File: src/pkg/smt_pkg.sv
package smt_pkg;

	// register byte offsets
	localparam logic [4:0] ADDR_POWER_STATE = 5'h00;
	localparam logic [4:0] ADDR_RUN_CONTROL = 5'h04;
	localparam logic [4:0] ADDR_OUT_CLK_CTRL = 5'h08;
	localparam logic [4:0] ADDR_COMPARE     = 5'h0C;
	localparam logic [4:0] ADDR_COUNT       = 5'h10;

	// field positions
	localparam int unsigned IDLE_KEEP_BIT  = 0;
	localparam int unsigned HALT_STOP_BIT  = 1;
	localparam int unsigned RUN_BIT        = 0;
	localparam int unsigned CLK_SEL_BIT    = 0;
	localparam int unsigned FORCE_LO_BIT   = 4;
	localparam int unsigned FORCE_HI_BIT   = 5;
	localparam int unsigned TOGGLE_EN_BIT  = 7;

	// output force codes
	localparam logic [1:0] FORCE_INVERT = 2'h0;
	localparam logic [1:0] FORCE_SET    = 2'h1;
	localparam logic [1:0] FORCE_CLEAR  = 2'h2;
	localparam logic [1:0] FORCE_NOP    = 2'h3;

	// reset values
	localparam logic        IDLE_KEEP_RST = 1'h0;
	localparam logic        HALT_STOP_RST = 1'h0;
	localparam logic        RUN_RST       = 1'h0;
	localparam logic        TOGGLE_EN_RST = 1'h0;
	localparam logic        CLK_SEL_RST   = 1'h0;
	localparam logic [15:0] COMPARE_RST   = 16'h0000;
	localparam logic [15:0] COUNT_RST     = 16'h0000;
	localparam logic        SQ_OUT_RST    = 1'h0;

	// synchroniser width: idle, debug halt, prescaled clock
	localparam int unsigned SYNC_W = 3;

	// bus handshake states
	typedef enum logic [1:0] {
		BUS_IDLE = 2'b01,
		BUS_ACK  = 2'b10
	} smt_bus_e;

endpackage : smt_pkg

File: src/design/smt_count.sv
`timescale 1ns/1ns
module smt_count (
	// clock and reset
	input  wire logic        sys_clk,
	input  wire logic        rst_n,
	// control
	input  wire logic        advance,
	input  wire logic        load,
	input  wire logic [15:0] load_value,
	input  wire logic [15:0] compare,
	// state
	output wire logic [15:0] count,
	output wire logic        match_pulse
);

	typedef struct packed {
		logic [15:0] count;
		logic        match;
	} smt_count_s;

	smt_count_s st_r;
	smt_count_s st_nxt;

	always_comb begin
		st_nxt       = st_r;
		st_nxt.match = 1'b0;
		if (load) begin
			st_nxt.count = load_value;
		end else if (advance) begin
			if (st_r.count == compare) begin
				st_nxt.count = smt_pkg::COUNT_RST;
				st_nxt.match = 1'b1;
			end else begin
				st_nxt.count = st_r.count + 16'h0001;
			end
		end
	end

	always_ff @(posedge sys_clk or negedge rst_n) begin
		if (!rst_n) begin
			st_r <= '{count: smt_pkg::COUNT_RST, match: 1'b0};
		end else begin
			st_r <= st_nxt;
		end
	end

	assign count       = st_r.count;
	assign match_pulse = st_r.match;

endmodule : smt_count

File: src/design/smt_sync.sv
`timescale 1ns/1ns
module smt_sync (
	// clock and reset
	input  wire logic                        sys_clk,
	input  wire logic                        rst_n,
	// levels from outside the clock domain
	input  wire logic [smt_pkg::SYNC_W-1:0] async_in,
	output wire logic [smt_pkg::SYNC_W-1:0] sync_out
);

	typedef struct packed {
		logic [smt_pkg::SYNC_W-1:0] stage1;
		logic [smt_pkg::SYNC_W-1:0] stage2;
	} smt_sync_s;

	smt_sync_s st_r;
	smt_sync_s st_nxt;

	always_comb begin
		st_nxt        = st_r;
		st_nxt.stage1 = async_in;
		st_nxt.stage2 = st_r.stage1;
	end

	always_ff @(posedge sys_clk or negedge rst_n) begin
		if (!rst_n) begin
			st_r <= '0;
		end else begin
			st_r <= st_nxt;
		end
	end

	assign sync_out = st_r.stage2;

endmodule : smt_sync

File: src/design/smt_top.sv
`timescale 1ns/1ns
// Behaviour
// - halt-stop bit pauses counting during debug halt
// - idle-keep bit zero pauses counting in idle
// - toggle enable inverts output on each match
// - force field inverts, sets, clears; reads 11
// - clock select picks system or prescaled clock
// - count up, wrap to zero on match
// - match interrupt pulse on every match
// - output resets low, holds while stopped unless forced or toggled by a final match pulse
// - readback shows live count; write loads it
module smt_top (
	// clock and reset
	input  wire logic        sys_clk,
	input  wire logic        rst_n,
	// avalon-mm slave
	input  wire logic [4:0]  avs_address,
	input  wire logic        avs_read,
	input  wire logic        avs_write,
	input  wire logic [31:0] avs_writedata,
	input  wire logic [3:0]  avs_byteenable,
	output wire logic [31:0] avs_readdata,
	output wire logic        avs_waitrequest,
	// system state and prescaled clock
	input  wire logic        idle_mode,
	input  wire logic        debug_halt,
	input  wire logic        periph_clk_prescaled,
	// timer outputs
	output wire logic        square_wave_output,
	output wire logic        match_interrupt
);

	typedef struct packed {
		smt_pkg::smt_bus_e bus;
		logic [31:0]       rdata;
		logic              idle_keep;
		logic              halt_stop;
		logic              run;
		logic              toggle_en;
		logic              clk_sel;
		logic [15:0]       compare;
		logic              sq_out;
		logic              tick_prev;
	} smt_top_s;

	localparam smt_top_s SMT_TOP_RST = '{
		bus:       smt_pkg::BUS_IDLE,
		rdata:     32'h00000000,
		idle_keep: smt_pkg::IDLE_KEEP_RST,
		halt_stop: smt_pkg::HALT_STOP_RST,
		run:       smt_pkg::RUN_RST,
		toggle_en: smt_pkg::TOGGLE_EN_RST,
		clk_sel:   smt_pkg::CLK_SEL_RST,
		compare:   smt_pkg::COMPARE_RST,
		sq_out:    smt_pkg::SQ_OUT_RST,
		tick_prev: 1'b0
	};

	smt_top_s st_r;
	smt_top_s st_nxt;

	// synchronised outside levels
	logic [smt_pkg::SYNC_W-1:0] sync_q;
	logic                       idle_s;
	logic                       halt_s;
	logic                       pclk_s;

	smt_sync u_sync (
		.sys_clk  (sys_clk),
		.rst_n    (rst_n),
		.async_in ({periph_clk_prescaled, debug_halt, idle_mode}),
		.sync_out (sync_q)
	);

	assign idle_s = sync_q[0];
	assign halt_s = sync_q[1];
	assign pclk_s = sync_q[2];

	// bus decode
	logic        req;
	logic        acc;
	logic        wr_acc;
	logic        hit_en;
	logic        hit_run;
	logic        hit_cr;
	logic        hit_cmp;
	logic        hit_cnt;
	logic        lane0_wr;
	logic        lane1_wr;
	logic [1:0]  force_code;
	logic        force_wr;
	logic        ld_count;
	logic [15:0] ld_value;
	logic [31:0] rd_word;

	assign req             = avs_read | avs_write;
	assign acc             = req & (st_r.bus == smt_pkg::BUS_ACK);
	assign avs_waitrequest = req & (st_r.bus != smt_pkg::BUS_ACK);
	assign wr_acc          = avs_write & acc;
	assign lane0_wr        = wr_acc & avs_byteenable[0];
	assign lane1_wr        = wr_acc & avs_byteenable[1];

	assign hit_en  = avs_address == smt_pkg::ADDR_POWER_STATE;
	assign hit_run = avs_address == smt_pkg::ADDR_RUN_CONTROL;
	assign hit_cr  = avs_address == smt_pkg::ADDR_OUT_CLK_CTRL;
	assign hit_cmp = avs_address == smt_pkg::ADDR_COMPARE;
	assign hit_cnt = avs_address == smt_pkg::ADDR_COUNT;

	assign force_code = avs_writedata[smt_pkg::FORCE_HI_BIT:
		smt_pkg::FORCE_LO_BIT];
	assign force_wr   = lane0_wr & hit_cr &
		(force_code != smt_pkg::FORCE_NOP);

	// counter source and pause conditions
	logic        idle_block;
	logic        halt_block;
	logic        src_tick;
	logic        cnt_adv;
	logic [15:0] count_val;

	assign idle_block = idle_s & ~st_r.idle_keep;
	assign halt_block = halt_s & st_r.halt_stop;
	assign src_tick   = st_r.clk_sel ?
		(pclk_s & ~st_r.tick_prev) : 1'b1;
	assign cnt_adv    = st_r.run & src_tick & ~idle_block &
		~halt_block & ~ld_count;

	// software load keeps unwritten bytes
	assign ld_count = (lane0_wr | lane1_wr) & hit_cnt;
	assign ld_value = {
		avs_byteenable[1] ? avs_writedata[15:8] : count_val[15:8],
		avs_byteenable[0] ? avs_writedata[7:0] : count_val[7:0]
	};

	smt_count u_count (
		.sys_clk     (sys_clk),
		.rst_n       (rst_n),
		.advance     (cnt_adv),
		.load        (ld_count),
		.load_value  (ld_value),
		.compare     (st_r.compare),
		.count       (count_val),
		.match_pulse (match_interrupt)
	);

	// read mux, unmapped reads as zero
	always_comb begin
		rd_word = 32'h00000000;
		case (avs_address)
			smt_pkg::ADDR_POWER_STATE: begin
				rd_word[smt_pkg::IDLE_KEEP_BIT] = st_r.idle_keep;
				rd_word[smt_pkg::HALT_STOP_BIT] = st_r.halt_stop;
			end
			smt_pkg::ADDR_RUN_CONTROL: begin
				rd_word[smt_pkg::RUN_BIT] = st_r.run;
			end
			smt_pkg::ADDR_OUT_CLK_CTRL: begin
				rd_word[smt_pkg::TOGGLE_EN_BIT] = st_r.toggle_en;
				rd_word[smt_pkg::FORCE_HI_BIT:smt_pkg::FORCE_LO_BIT] =
					smt_pkg::FORCE_NOP;
				rd_word[smt_pkg::CLK_SEL_BIT] = st_r.clk_sel;
			end
			smt_pkg::ADDR_COMPARE: begin
				rd_word[15:0] = st_r.compare;
			end
			smt_pkg::ADDR_COUNT: begin
				rd_word[15:0] = count_val;
			end
			default: begin
				rd_word = 32'h00000000;
			end
		endcase
	end

	always_comb begin
		st_nxt           = st_r;
		st_nxt.tick_prev = pclk_s;
		// two-cycle handshake: capture, then answer
		case (st_r.bus)
			smt_pkg::BUS_IDLE: begin
				if (req) begin
					st_nxt.bus = smt_pkg::BUS_ACK;
					if (avs_read) begin
						st_nxt.rdata = rd_word;
					end
				end
			end
			smt_pkg::BUS_ACK: begin
				st_nxt.bus = smt_pkg::BUS_IDLE;
			end
			default: begin
				st_nxt.bus = smt_pkg::BUS_IDLE;
			end
		endcase
		if (lane0_wr & hit_en) begin
			st_nxt.idle_keep =
				avs_writedata[smt_pkg::IDLE_KEEP_BIT];
			st_nxt.halt_stop =
				avs_writedata[smt_pkg::HALT_STOP_BIT];
		end
		if (lane0_wr & hit_run) begin
			st_nxt.run = avs_writedata[smt_pkg::RUN_BIT];
		end
		if (lane0_wr & hit_cr) begin
			st_nxt.toggle_en =
				avs_writedata[smt_pkg::TOGGLE_EN_BIT];
			st_nxt.clk_sel = avs_writedata[smt_pkg::CLK_SEL_BIT];
		end
		if (lane0_wr & hit_cmp) begin
			st_nxt.compare[7:0] = avs_writedata[7:0];
		end
		if (lane1_wr & hit_cmp) begin
			st_nxt.compare[15:8] = avs_writedata[15:8];
		end
		// match toggle first, software force has the last word
		if (match_interrupt & st_r.toggle_en) begin
			st_nxt.sq_out = ~st_r.sq_out;
		end
		if (force_wr) begin
			case (force_code)
				smt_pkg::FORCE_INVERT: begin
					st_nxt.sq_out = ~st_nxt.sq_out;
				end
				smt_pkg::FORCE_SET: begin
					st_nxt.sq_out = 1'b1;
				end
				smt_pkg::FORCE_CLEAR: begin
					st_nxt.sq_out = 1'b0;
				end
				default: begin
					st_nxt.sq_out = st_nxt.sq_out;
				end
			endcase
		end
	end

	always_ff @(posedge sys_clk or negedge rst_n) begin
		if (!rst_n) begin
			st_r <= SMT_TOP_RST;
		end else begin
			st_r <= st_nxt;
		end
	end

	assign avs_readdata       = st_r.rdata;
	assign square_wave_output = st_r.sq_out;
endmodule : smt_top

File: config.mk
export PLATFORM = sky130hd
export DESIGN_NAME = smt_top
export DESIGN_NICKNAME = d
export VERILOG_FILES = /design/src/pkg/smt_pkg.sv /design/src/design/smt_count.sv /design/src/design/smt_sync.sv /design/src/design/smt_top.sv
export SDC_FILE = /design/constraint.sdc
export NUM_CORES = 1
export LEC_CHECK = 0
export ABC_AREA = 1
export BUFFER_PORTS_ARGS = -buffer_cell sky130_fd_sc_hd__buf_4
export CAP_MARGIN = 20
export CORE_ASPECT_RATIO = 0.8
export CORE_UTILIZATION = 48
export CTS_CLUSTER_DIAMETER = 30
export DETAILED_ROUTE_END_ITERATION = 8
export GPL_TIMING_DRIVEN = 0
export PLACE_DENSITY = 0.73
export SLEW_MARGIN = 20
export SYNTH_ARGS = -nofsm -noshare
export SYNTH_HDL_FRONTEND = slang
export SYNTH_SLANG_ARGS = --single-unit
File: constraint.sdc
create_clock -name sys_clk -period 1.55 [get_ports sys_clk]
set_input_delay 0.0775 -clock sys_clk [delete_from_list [all_inputs] [get_ports sys_clk]]
set_output_delay 0.0775 -clock sys_clk [all_outputs]
set_load 0.1 [all_outputs]
## Yosys cells after proc, flatten, opt, wreduce, memory -nomap -nowiden

Index checks and enable logic that the tools add are counted.

| storage, ports and cells | value |
|---|---|
| register bits | 64 |
| input bits | 48 |
| output and inout bits | 35 |

| operators by class | value |
|---|---|
| add/sub/neg operators | 1 |
| equal/unequal tests | 14 |
| muxes and demuxes | 21 |
| bitwise logic cells | 29 |
| reductions and logical operators | 6 |

Operator list:

| operator | number |
|---|---|
| 2-to-1 mux 16 bit | 3 |
| 2-to-1 mux 34 bit | 1 |
| AND 1 bit | 20 |
| 2-to-1 mux 17 bit | 1 |
| adder 16 x 1 -> 16 bit (second input constant) | 1 |
| == test 16 bit | 1 |
| 2-to-1 mux 8 bit | 2 |
| one-hot mux 8 bit (2 select lines) | 1 |
| == test 5 x 4 -> 1 bit (second input constant) | 2 |
| inequality test 2 bit (second input constant) | 5 |
| one-hot mux 1 bit (3 select lines) | 3 |
| inverter 1 bit | 7 |
| one-hot mux 2 bit (3 select lines) | 1 |
| == test 5 x 3 -> 1 bit (second input constant) | 1 |
| == test 5 bit (second input constant) | 1 |
| zero test 5 bit | 1 |
| 2-to-1 mux 1 bit | 5 |
| one-hot mux 1 bit (5 select lines) | 1 |
| == test 2 x 1 -> 1 bit (second input constant) | 2 |
| == test 2 bit (second input constant) | 2 |
| one-hot mux 2 bit (2 select lines) | 1 |
| AND reduction 2 bit | 2 |
| AND reduction 3 bit | 1 |
| zero test 2 bit | 1 |
| 4 further kinds | 5 |

## Longest topological paths before layout

Gate-level depths: netlist of run 1.

| depth | value |
|---|---|
| depth in word-level cells | 10 |
| gate-level depth with buffers | 11 |

## Cells and area by module

A second synthesis of run 1 with hierarchy kept.

| unflattened totals | value |
|---|---|
| cells, all modules | 562 |
| area, all modules | 4,000.1 um^2 |

Modules (own cells, without submodules):

| module | instances | cells each | area an instance (um^2) | sequential area each (um^2) |
|---|---|---|---|---|
| smt_top | 1 | 317 | 2,412.3 | 1,027.2 |
| smt_count | 1 | 239 | 1,437.6 | 425.4 |
| smt_sync | 1 | 6 | 150.1 | 150.1 |

## Worst setup path before layout of run 1

Ideal clock, no wire load.

| timing | value |
|---|---|
| path kind | reg2out |
| start point | reg st_r[55] (netlist bit) |
| end point | out avs_waitrequest |
| arrival time | 2,032 ps |
| data required time | 1,472 ps |
| setup slack | -560 ps |
| cell stages (with the launch flop) | 3 |
| path buffers | 0 |
| cell sequence | dfstp_2 > inv_1 > a21oi_1 |

| on the way | value |
|---|---|
| cells in the longest elaborated chain, start to end | 2 |

Ends and longest elaborated chain:

| what | line | RTL |
|---|---|---|
| from (decl) | smt_top.sv:59 | `smt_top_s st_r;` |
| from (signal assigned) | smt_top.sv:241 | `st_r <= st_nxt;` |
| inequality test 2 bit | smt_top.sv:98 | `assign avs_waitrequest = req & (st_r.bus != smt_pkg::BUS_ACK);` |
| AND 1 bit | smt_top.sv:98 |  |
| to (decl) | smt_top.sv:23 | `output wire logic avs_waitrequest,` |

Every way passes these cells.

## Worst setup path in the final report of run 1

| timing | value |
|---|---|
| start point | reg st_r[55] (netlist bit) |
| end point | reg u_count.st_r, in the netlist u_count.count[11] |

| on the way | value |
|---|---|
| cells in the longest elaborated chain, start to end | 10 |
| elaborated cells on any way between the ends | 13 |
| classes of those cells | eq/ne: 2; mux: 1; bitwise: 8; reduce/logical: 2 |

Ends and longest elaborated chain:

| what | line | RTL |
|---|---|---|
| == test 2 bit * | smt_top.sv:97 | `assign acc = req & (st_r.bus == smt_pkg::BUS_ACK);` |
| AND 1 bit * | smt_top.sv:97 |  |
| AND 1 bit * | smt_top.sv:99 | `assign wr_acc = avs_write & acc;` |
| AND 1 bit (on tied branches) | smt_top.sv:100, smt_top.sv:101 |  |
| bitwise OR 1 bit * | smt_top.sv:129 | `assign ld_count = (lane0_wr \| lane1_wr) & hit_cnt;` |
| AND 1 bit * | smt_top.sv:129 |  |
| inverter 1 bit | smt_top.sv:126 | `~halt_block & ~ld_count;` |
| AND 1 bit | smt_top.sv:126 |  |
| nonzero test 2 bit (no line) | - |  |
| AND reduction 2 bit (no line) | - |  |
| to (signal assigned) | smt_count.sv:41 | `st_r <= '{count: smt_pkg::COUNT_RST, match: 1'b0};` |
| to (signal assigned) | smt_count.sv:43 | `st_r <= st_nxt;` |
| to (decl) | smt_count.sv:21 | `smt_count_s st_r;` |

Every way passes the cells marked *; elsewhere a longest branch is shown, timed or not.
A chain may end at the register's enable or synchronous reset.

==> results.toml, run 1 <==
[worst_setup_path]
cp_data_required_time_ps = 1770
critical_path_class = "register to register"
critPathArrivalTime_ps = 1820
cpMaxStageDelayCell = "dfstp_2"
cp.depth = 9
cpLargestDelayFamily = "flip-flops"
cp_cell_sequence = "inv_4, nand4_1, nand2_1, nand2_4, nand2_4, buf_12, clkbuf_16, a21oi_4, a21oi_2"
r2r_cells = 9
crit_top_cell = "nand2_4"
worstSetupStartpointType = "register"
reg2reg_to = "u_count.count[11]$_DFFE_PN0P_"
reg2reg_slack_ps = -50
path_buf_inv = 3
cp_slowest_stage_delay_ps = 540
end_kind = "register"
worstPathMaxFanout = 7
reg2reg_from = "st_r[55]$_DFFE_PN1P_"

[final_layout]
area_growth_pct = 31.4
drive_above_1_share_pct = 28.9
final_util_pct = 66.2
fin_nets = 657
antenna_cells = 0

[power_and_ir_drop]
total_leakage_power_nw = 2.53
p_sw_w = 0.00381
seqPwrFrac_pct = 32.1
p_sw_share_pct = 47.8
combPwrFrac_pct = 51.6
internal_power_w = 0.00415
clkPwrFrac_pct = 16.3
max-vdd-ir-drop_mv = 1.07
p_per_area_nw_per_um2 = 1600

[sta]
setup_viol = 11
relSlewSlack_pct = 46.5
rsz0062_at_grt = "true"
finalCriticalPeriod_ps = 1600
final_max_slew_viol_count = 0
clock_skew_ps = 14.8
worst_pin_slew_ps = 803
final-hold-violation-count = 0
post-route-period-util_pct = 103
fmax_mhz = 625
fin_setup_tns_ps = -343
worst_slack_ps = -49.0

[drt]
drc = 0
antenna_left = 0
detail_route.wl_per_cell_um = 13.8
first_pass_iters = 5
viasPerCell = 4.99
wirelength_um = 9900
routed-via-count = 3586
drt_iter0_markers = 305

[cts]
clk_latency_ps = 350
cts_buffer_depth = 2
numCtsBuffers = 9
cts.sinks = 64
clk_pin_slew_ps = 70
h-tree-depth = 3
cts_tree = "done"
root_buffer = "clkbuf_8"

[floorplanning]
die_x_um = 101
die-area_um2 = 8230
fp.dieH_um = 81.4
start_util_pct = 50.4
ios = 83
core.rowCount = 28
design.core.area_um2 = 7500

[yosys]
ys_types = 30
syn_inst = 512
yosysWarningCount = 0
seq_area_frac_synth_pct = 42.4
netlist_area_um2 = 3780
ys_seq_elements = 64
avgSynthCellArea_um2 = 7.38

[flow_run]
cap_violations = 0

[hold_path]
hold_path_depth = 3
min_to = "st_r[17]$_DFFE_PN0P_"
hold_path.class = "input port to register"
hold_start = "avs_writedata[15]"

[placed_design]
dp_hpwl_um = 7010
io_buffers = 48
gp_congestion = 0.934

[grt]
grt_pass1_wl_um = 15500
grt_max_degree = 65
antenna_found_initial = 0
track_usage_pct = 25.3
grt_pass1_vias = 3118
gr-total-overflow = 0

[run_status]
violations = "setup timing"
status = "complete, but fails checks"
==> worst reg2reg max path, delay by kind of cell, from the launching register on <==
family | cells | cell delay, ps
simple gates | 4 | 390
buf+inv | 3 | 360
flops | 1 | 540
compound gates | 2 | 200
==> synth_stat cells (all sizes together) <==
master	n	share of area, %
nand3	24	3.2
nor2	74	8.0
o211ai	1	0.20
a2bb2oi	12	2.8
ha	1	0.33
a21boi	1	0.20
conb	1	0.099
inv	60	6.0
buf	43	8.5
o22ai	3	0.50
dfrtp	63	42
nand2	131	14
clkbuf	1	0.099
o21ai	29	3.8
a21oi	48	6.4
xor2	10	2.3
nor3	3	0.53
dfstp	1	0.70
nand4	6	0.99
==> cell usage in the layout (no fill, tap or decap), types with 2 or more instances in the layout <==
cell type      count
xor2_1            10
dlygate4sd3_1      6
nor2_2             3
o21ai_0           29
buf_6              4
dfrtp_2           11
a21oi_2           14
inv_1             56
a21oi_1           27
clkbuf_8          11
nand2_1          119
dfrtp_1           52
conb_1            16
a21oi_4            7
inv_2              2
a2bb2oi_1         12
nor2_4             2
buf_2              4
nor3_1             2
nor2_1            68
nand3_1           24
buf_12             3
buf_4             93
nand4_1            6
nand2_4            7
o22ai_1            3
clkinv_2           2
clkbuf_1           2
nand2_2            5
==> worst max path at each step <==
stage	startpoint	end	slack, ps
finish	st_r[55]$_DFFE_PN1P_	u_count.count[11]$_DFFE_PN0P_	-50
global route	st_r[55]$_DFFE_PN1P_	u_count.count[9]$_DFFE_PN0P_	-140
CTS	st_r[55]$_DFFE_PN1P_	u_count.count[15]$_DFFE_PN0P_	-50
detailed placement	st_r[55]$_DFFE_PN1P_	u_count.count[5]$_DFFE_PN0P_	-260
global placement	st_r[55]$_DFFE_PN1P_	u_count.count[5]$_DFFE_PN0P_	-240
floorplan	u_count.match_pulse$_DFF_PN0_	square_wave_output$_DFF_PN0_	40
==> power groups by stage <==
stage                     sequential, W  combinational, W  clock (W)
after detailed placement        0.00254           0.00369          0
final                           0.00255           0.00411    0.00130
after CTS                       0.00252           0.00383    0.00131
after global routing            0.00261           0.00439    0.00139
after global placement          0.00253           0.00364          0
after floorplan                 0.00241           0.00306          0
==> logic make-up after synthesis <==
group / Yosys count / share of synthesized area, %
compound gates: 94 / 13.9
xor+xnor: 10 / 2.32
flops: 64 / 42.4
simple gates: 238 / 26.4
fa+ha+maj: 1 / 0.331
other cells: 1 / 0.0992
buf+inv: 104 / 14.6
==> state kept, by name, summed over array words and instances (netlist names) <==
register,cells
avs_readdata,16
square_wave_output,1
st_r,24
u_count.count,16
u_count.match_pulse,1
u_sync.st_nxt,3
u_sync.sync_out,3
==> area by class of cell <==
cell class / instances / area (um2)
clock inverter: 3 / 18.8
multi-input combinational: 359 / 1870
sequential: 64 / 1620
fill: 659 / 2530
timing repair buffer: 70 / 574
tap: 105 / 131
clock buffer: 13 / 159
inverter: 60 / 233
buffer: 44 / 360
==> per-layer routing <==
metal / wire (um) / GRT usage (%) / vias up
li1: - / - / 1785
met1: 4600 / 37.0 / 1666
met2: 4430 / 37.3 / 125
met3: 750 / 6.20 / 10
met4: 123 / 6.81 / 0
met5: 0 / 0 / -
==> what timing repair did <==
action,CTS,global route
hold buffers,6,0
gates cloned,0,1
endpoints found under the setup margin,31,36
buffers inserted,7,8
endpoints found under the hold margin,68,0
pin swaps,3,18
gates resized for setup,23,50
==> per-stage QoR <==
stage	power (W)	instances	hold slack (ps)	worst slack [ps]	cell area, um2
floorplan	0.00546	527	-218	43.0	3850
global placement	0.00618	680	187	-243	4340
detailed placement	0.00623	680	189	-259	4340
CTS	0.00766	709	12.0	-45.2	4690
global route	0.00838	718	31.0	-141	4970
finish	0.00796	718	25.5	-49.0	4970
Note: power is estimated with default switching activity, not from simulation.
==> run 2: changes to the inputs <==
--- a/config.mk
+++ b/config.mk
@@ -14,6 +14,7 @@
 export DETAILED_ROUTE_END_ITERATION = 8
 export GPL_TIMING_DRIVEN = 0
 export PLACE_DENSITY = 0.73
+export RECOVER_POWER = 25
 export SLEW_MARGIN = 20
 export SYNTH_ARGS = -nofsm -noshare
 export SYNTH_HDL_FRONTEND = slang
==> run 2 against run 1 <==
Effect of this change:
- the run still ends with setup timing left
- flip-flop and latch count is the same
- hold slack improved by 2.4 ps
- count of clock-buffer cells in the layout unchanged
- fmax fell by 0.25%
- combinational power hardly changed
- routed wire length rose by 0.23%
- final cell count unchanged
- largest power group unchanged
==> results.toml, run 2 (synthesis gave the netlist of run 1 again) <==
[worst_setup_path]
cp_data_required_time_ps = 1780
end_kind = "register"
critPathArrivalTime_ps = 1830
cp_cell_sequence = "inv_4, nand4_1, nand2_1, nand2_4, nand2_4, buf_12, clkbuf_16, a21oi_2, a21oi_2"
worstPathMaxFanout = 7
cp_slowest_stage_delay_ps = 540
worstSetupStartpointType = "register"
critical_path_class = "register to register"
cpMaxStageDelayCell = "dfstp_2"

[floorplanning]
design.core.area_um2 = 7500
fp.dieH_um = 81.4
start_util_pct = 50.4
die_x_um = 101
ios = 83
die-area_um2 = 8230
core.rowCount = 28

[sta]
worst_slack_ps = -53.0
finalCriticalPeriod_ps = 1600
setup_viol = 11
clock_skew_ps = 15.8
relSlewSlack_pct = 41.7
fmax_mhz = 624
worst_pin_slew_ps = 874
final-hold-violation-count = 0
rsz0062_at_grt = "true"
final_max_slew_viol_count = 0
whs_ps = 27.9
post-route-period-util_pct = 103

[flow_run]
cap_violations = 0

[grt]
met1_usage_pct = 37.0
use_met2_pct = 37.3
track_usage_pct = 25.3
grtUsageMet3_pct = 6.20
grt_pass1_wl_um = 15500
grt_busiest_layer = "met2"
grt_pass1_vias = 3118
grt_max_degree = 65
antenna_found_initial = 0
gr-total-overflow = 0

[final_layout]
area_growth_pct = 31.4
drive_above_1_share_pct = 28.9
final_util_pct = 66.2
antenna_cells = 0
fin_nets = 657
final_common_cell = "nand2_1"
top_register = "st_r"
final_cell_mix = "119 x nand2_1, 89 x buf_4, 68 x nor2_1"
largest_reg_flops = 24
post-route-cell-area_um2 = 4970

[power_and_ir_drop]
combPwrFrac_pct = 51.6
p_sw_share_pct = 47.8
total_leakage_power_nw = 2.53
internal_power_w = 0.00415
p_sw_w = 0.00380
seqPwrFrac_pct = 32.1
clkPwrFrac_pct = 16.3
p_per_area_nw_per_um2 = 1600
max-vdd-ir-drop_mv = 1.07

[drt]
wirelength_um = 9930
routed-via-count = 3604
first_pass_iters = 6
viasPerCell = 5.02
antenna_left = 0
detail_route.wl_per_cell_um = 13.8
drc = 0
drt_iter0_markers = 335

[placed_design]
io_buffers = 48
gp_congestion = 0.934
dpl-instance-area_um2 = 4340
dp_hpwl_um = 7010

[cts]
clk_pin_slew_ps = 70
root_buffer = "clkbuf_8"
cts.sinks = 64
clk_latency_ps = 350
numCtsBuffers = 9
cts_buffer_depth = 2
cts_tree = "done"
h-tree-depth = 3

[run_status]
status = "complete, but fails checks"
violations = "setup timing"

[hold_path]
hold_path.class = "input port to register"
==> run 2: cell types whose count changed in the layout (fill, tap and decap cells not counted) <==
cell / change
clkbuf_4: +4
buf_4: -4
==> run 2: through the flow <==
stage / total power, W / setup WS [ps] / cells / setup TNS [ps]
after global placement: 0.00618 / -243 / 680 / -4050
after floorplan: 0.00546 / 43.0 / 527 / 0
final: 0.00795 / -53.0 / 718 / -358
after global routing: 0.00838 / -141 / 718 / -1720
after CTS: 0.00766 / -45.2 / 709 / -405
after detailed placement: 0.00623 / -259 / 680 / -4540
==> run 2: final cells by class <==
type | instances | area (um2)
fill | 659 | 2530
multi-input combinational | 359 | 1870
sequential | 64 | 1620
timing repair buffer | 70 | 574
buffer | 44 | 360
inverter | 60 | 233
clock buffer | 13 | 159
tap | 105 | 131
clock inverter | 3 | 18.8
==> run 2: path summary, 6_finish.rpt <==
kind	slack (ps)	start	cells after the start	end
worst max-delay path	-50	st_r[55]$_DFFE_PN1P_	9	u_count.count[7]$_DFFE_PN0P_
worst min-delay path	30	avs_writedata[2]	3	st_r[4]$_DFFE_PN0P_
worst max register to register	-50	st_r[55]$_DFFE_PN1P_	9	u_count.count[7]$_DFFE_PN0P_
worst min register to register	340	u_sync.st_nxt[0]$_DFF_PN0_	0	u_sync.sync_out[0]$_DFF_PN0_
max in group asynchronous	500	rst_n	2	st_r[56]$_DFFE_PN0P_
min in group asynchronous	400	rst_n	2	u_sync.sync_out[1]$_DFF_PN0_
==> run 2: per-layer routing <==
metal	vias up	routed length, um	share of wire (%)
li1	1783	-	-
met1	1674	4690	47
met2	133	4390	44
met3	14	719	7.2
met4	0	130	1.3
met5	-	0	0
==> run 2: repair_timing <==
| action | in CTS | in global routing |
|---|---|---|
| gates cloned | 0 | 1 |
| gates resized for setup | 23 | 50 |
| buffers inserted | 7 | 8 |
| setup endpoints to repair | 31 | 36 |
| hold buffers | 6 | 0 |
| pin swaps | 3 | 18 |
| endpoints found under the hold margin | 68 | 0 |
==> run 2: worst max-delay path, delay by kind of cell, from the launching register on <==
kind	cells	cell delay, ps
buf+inv	3	360
compound gates	2	200
simple gates	4	390
flops	1	540
==> run 2: power groups by stage <==
stage                     sequential (W)  clock (W)  combinational [W]
after floorplan                  0.00241          0            0.00306
after global placement           0.00253          0            0.00364
after detailed placement         0.00254          0            0.00369
after CTS                        0.00252    0.00131            0.00383
after global routing             0.00261    0.00139            0.00439
final                            0.00255    0.00130            0.00410
==> run 3: changes to the inputs <==
--- a/config.mk
+++ b/config.mk
@@ -9,11 +9,11 @@
 export BUFFER_PORTS_ARGS = -buffer_cell sky130_fd_sc_hd__buf_4
 export CAP_MARGIN = 20
 export CORE_ASPECT_RATIO = 0.8
-export CORE_UTILIZATION = 48
+export CORE_UTILIZATION = 49
 export CTS_CLUSTER_DIAMETER = 30
 export DETAILED_ROUTE_END_ITERATION = 8
 export GPL_TIMING_DRIVEN = 0
-export PLACE_DENSITY = 0.73
+export PLACE_DENSITY = 0.74
 export RECOVER_POWER = 25
 export SLEW_MARGIN = 20
 export SYNTH_ARGS = -nofsm -noshare
==> run 3 against run 2 <==
Effect of this change:
- setup slack better by 29 ps
- the run still ends with setup timing left
- non-clock buffer count is 6 higher
- power is 5.9% higher
- register-to-register slack better by 30 ps
- sequential share of layout area is 0.38 points lower
- die area is 2.0% lower
- clock power is 25% higher
- via count is 1.6% higher
- largest power group unchanged
==> results.toml, run 3 (synthesis gave the netlist of run 1 again) <==
[grt]
grtUsageMet3_pct = 7.48
gr-total-overflow = 0
track_usage_pct = 27.2
grt_busiest_layer = "met2"
antenna_found_initial = 0
use_met2_pct = 40.2
grt_pass1_vias = 3294
met1_usage_pct = 38.5
grt_max_degree = 65
grt_pass1_wl_um = 16500

[cts]
cts_buffer_depth = 2
cts.sinks = 64
root_buffer = "clkbuf_8"
clk_pin_slew_ps = 70
h-tree-depth = 3
numCtsBuffers = 9
clk_latency_ps = 360
cts_tree = "done"

[worst_setup_path]
worstPathMaxFanout = 6
critPathArrivalTime_ps = 1820
end_kind = "register"
cp_data_required_time_ps = 1800
worstSetupStartpointType = "register"
critical_path_class = "register to register"
reg2reg_slack_ps = -20

[drt]
detail_route.wl_per_cell_um = 14.2
drt_iter0_markers = 204
first_pass_iters = 5
drc = 0
wirelength_um = 10300
antenna_left = 0
viasPerCell = 5.06
routed-via-count = 3661

[sta]
fmax_mhz = 635
post-route-period-util_pct = 102
worst_pin_slew_ps = 855
clock_skew_ps = 5.23
rsz0062_at_grt = "true"
worst_slack_ps = -24.1
finalCriticalPeriod_ps = 1570
final-hold-violation-count = 0
final_max_slew_viol_count = 0
setup_viol = 6
relSlewSlack_pct = 43.0
whs_ps = 2.89

[power_and_ir_drop]
internal_power_w = 0.00450
p_sw_share_pct = 46.6
max-vdd-ir-drop_mv = 1.05
seqPwrFrac_pct = 30.3
p_sw_w = 0.00392
total_leakage_power_nw = 2.56
combPwrFrac_pct = 50.4
p_per_area_nw_per_um2 = 1670
clkPwrFrac_pct = 19.3

[floorplanning]
start_util_pct = 50.9
fp.dieH_um = 80.5
design.core.area_um2 = 7430
ios = 83
die-area_um2 = 8070
core.rowCount = 28
die_x_um = 100

[placed_design]
io_buffers = 48
gp_congestion = 0.921
dp_hpwl_um = 7080

[flow_run]
cap_violations = 0

[final_layout]
final_util_pct = 67.9
num-fill-cells = 626
largest_reg_flops = 24
final_cell_mix = "118 x nand2_1, 97 x buf_4, 64 x nor2_1"
antenna_cells = 0
area_growth_pct = 33.4
fin_nets = 663
multi_input_comb_area_um2 = 1850
seqCellArea_um2 = 1620
final_common_cell = "nand2_1"
top_register = "st_r"
drive_above_1_share_pct = 30.6

[hold_path]
hold_path.class = "input port to register"

[run_status]
status = "complete, but fails checks"
violations = "setup timing"
[run 3: changes by cell type in the layout (fill, tap and decap cells not counted), moves of 3 or more]
cell / change
a21oi_1: +4
a21oi_4: -5
buf_2: -3
buf_4: +8
dfrtp_1: -4
dfrtp_2: +4
nor2_1: -4
nor2_2: +3
[run 3: stage by stage]
step	setup TNS (ps)	power (W)	area [um2]	worst slack [ps]	std cells
2_1_floorplan	0	0.00546	3850	43.0	527
3_3_place_gp	-3960	0.00618	4340	-241	680
3_5_place_dp	-4450	0.00624	4340	-297	680
4_1_cts	-133	0.00814	4880	-56.3	716
5_1_grt	-933	0.00883	5040	-89.7	723
6_report	-50.6	0.00842	5040	-24.1	723
[run 3: final timing paths]
kind | startpoint | endpoint | cells past startpoint
setup / recovery | st_r[55]$_DFFE_PN1P_ | u_count.count[1]$_DFFE_PN0P_ | 9
hold / removal | avs_writedata[11] | st_r[13]$_DFFE_PN0P_ | 3
setup reg to reg | st_r[55]$_DFFE_PN1P_ | u_count.count[1]$_DFFE_PN0P_ | 9
hold reg to reg | u_sync.st_nxt[1]$_DFF_PN0_ | u_sync.sync_out[1]$_DFF_PN0_ | 0
max in group asynchronous | rst_n | u_count.count[4]$_DFFE_PN0P_ | 2
min in group asynchronous | rst_n | avs_readdata[15]$_DFFE_PN0P_ | 2
[run 3: power by group through the flow]
stage / Clock [W] / Sequential, W / Combinational (W)
after CTS: 0.00164 / 0.00253 / 0.00397
after floorplan: 0 / 0.00241 / 0.00306
final: 0.00162 / 0.00256 / 0.00424
after global routing: 0.00170 / 0.00260 / 0.00453
after detailed placement: 0 / 0.00254 / 0.00369
after global placement: 0 / 0.00254 / 0.00364
[run 3: layout make-up]
class | instances | share of cell area (%)
Clock inverter | 5 | 1.61
Clock buffer | 10 | 2.73
Multi-Input combinational cell | 359 | 36.8
Sequential cell | 64 | 32.2
Timing Repair Buffer | 78 | 12.8
Buffer | 42 | 6.70
Inverter | 60 | 4.62
Tap cell | 105 | 2.61
[run 3: worst max-delay path: stages (launching register included)]
cell and delay (ps):
dfstp_2 550, inv_4 40, nand4_1 100, nand2_2 80
nand2_4 100, nand2_4 70, buf_12 150, buf_12 130
a21oi_1 160, a21oi_2 80
[run 3: metal layers]
| layer | vias up | wire [um] |
|---|---|---|
| met5 | - | 0 |
| met4 | 0 | 193 |
| met3 | 17 | 752 |
| met2 | 147 | 4520 |
| met1 | 1697 | 4820 |
| li1 | 1800 | - |
[run 3: timing repair]
| item | 4_1_cts | 5_1_grt |
|---|---|---|
| pin swaps | 14 | 5 |
| setup buffers | 13 | 8 |
| hold buffers | 7 | 0 |
| endpoints found under the setup margin | 28 | 37 |
| gates cloned | 2 | 0 |
| hold endpoints to repair | 69 | 0 |
| resized for setup | 42 | 36 |
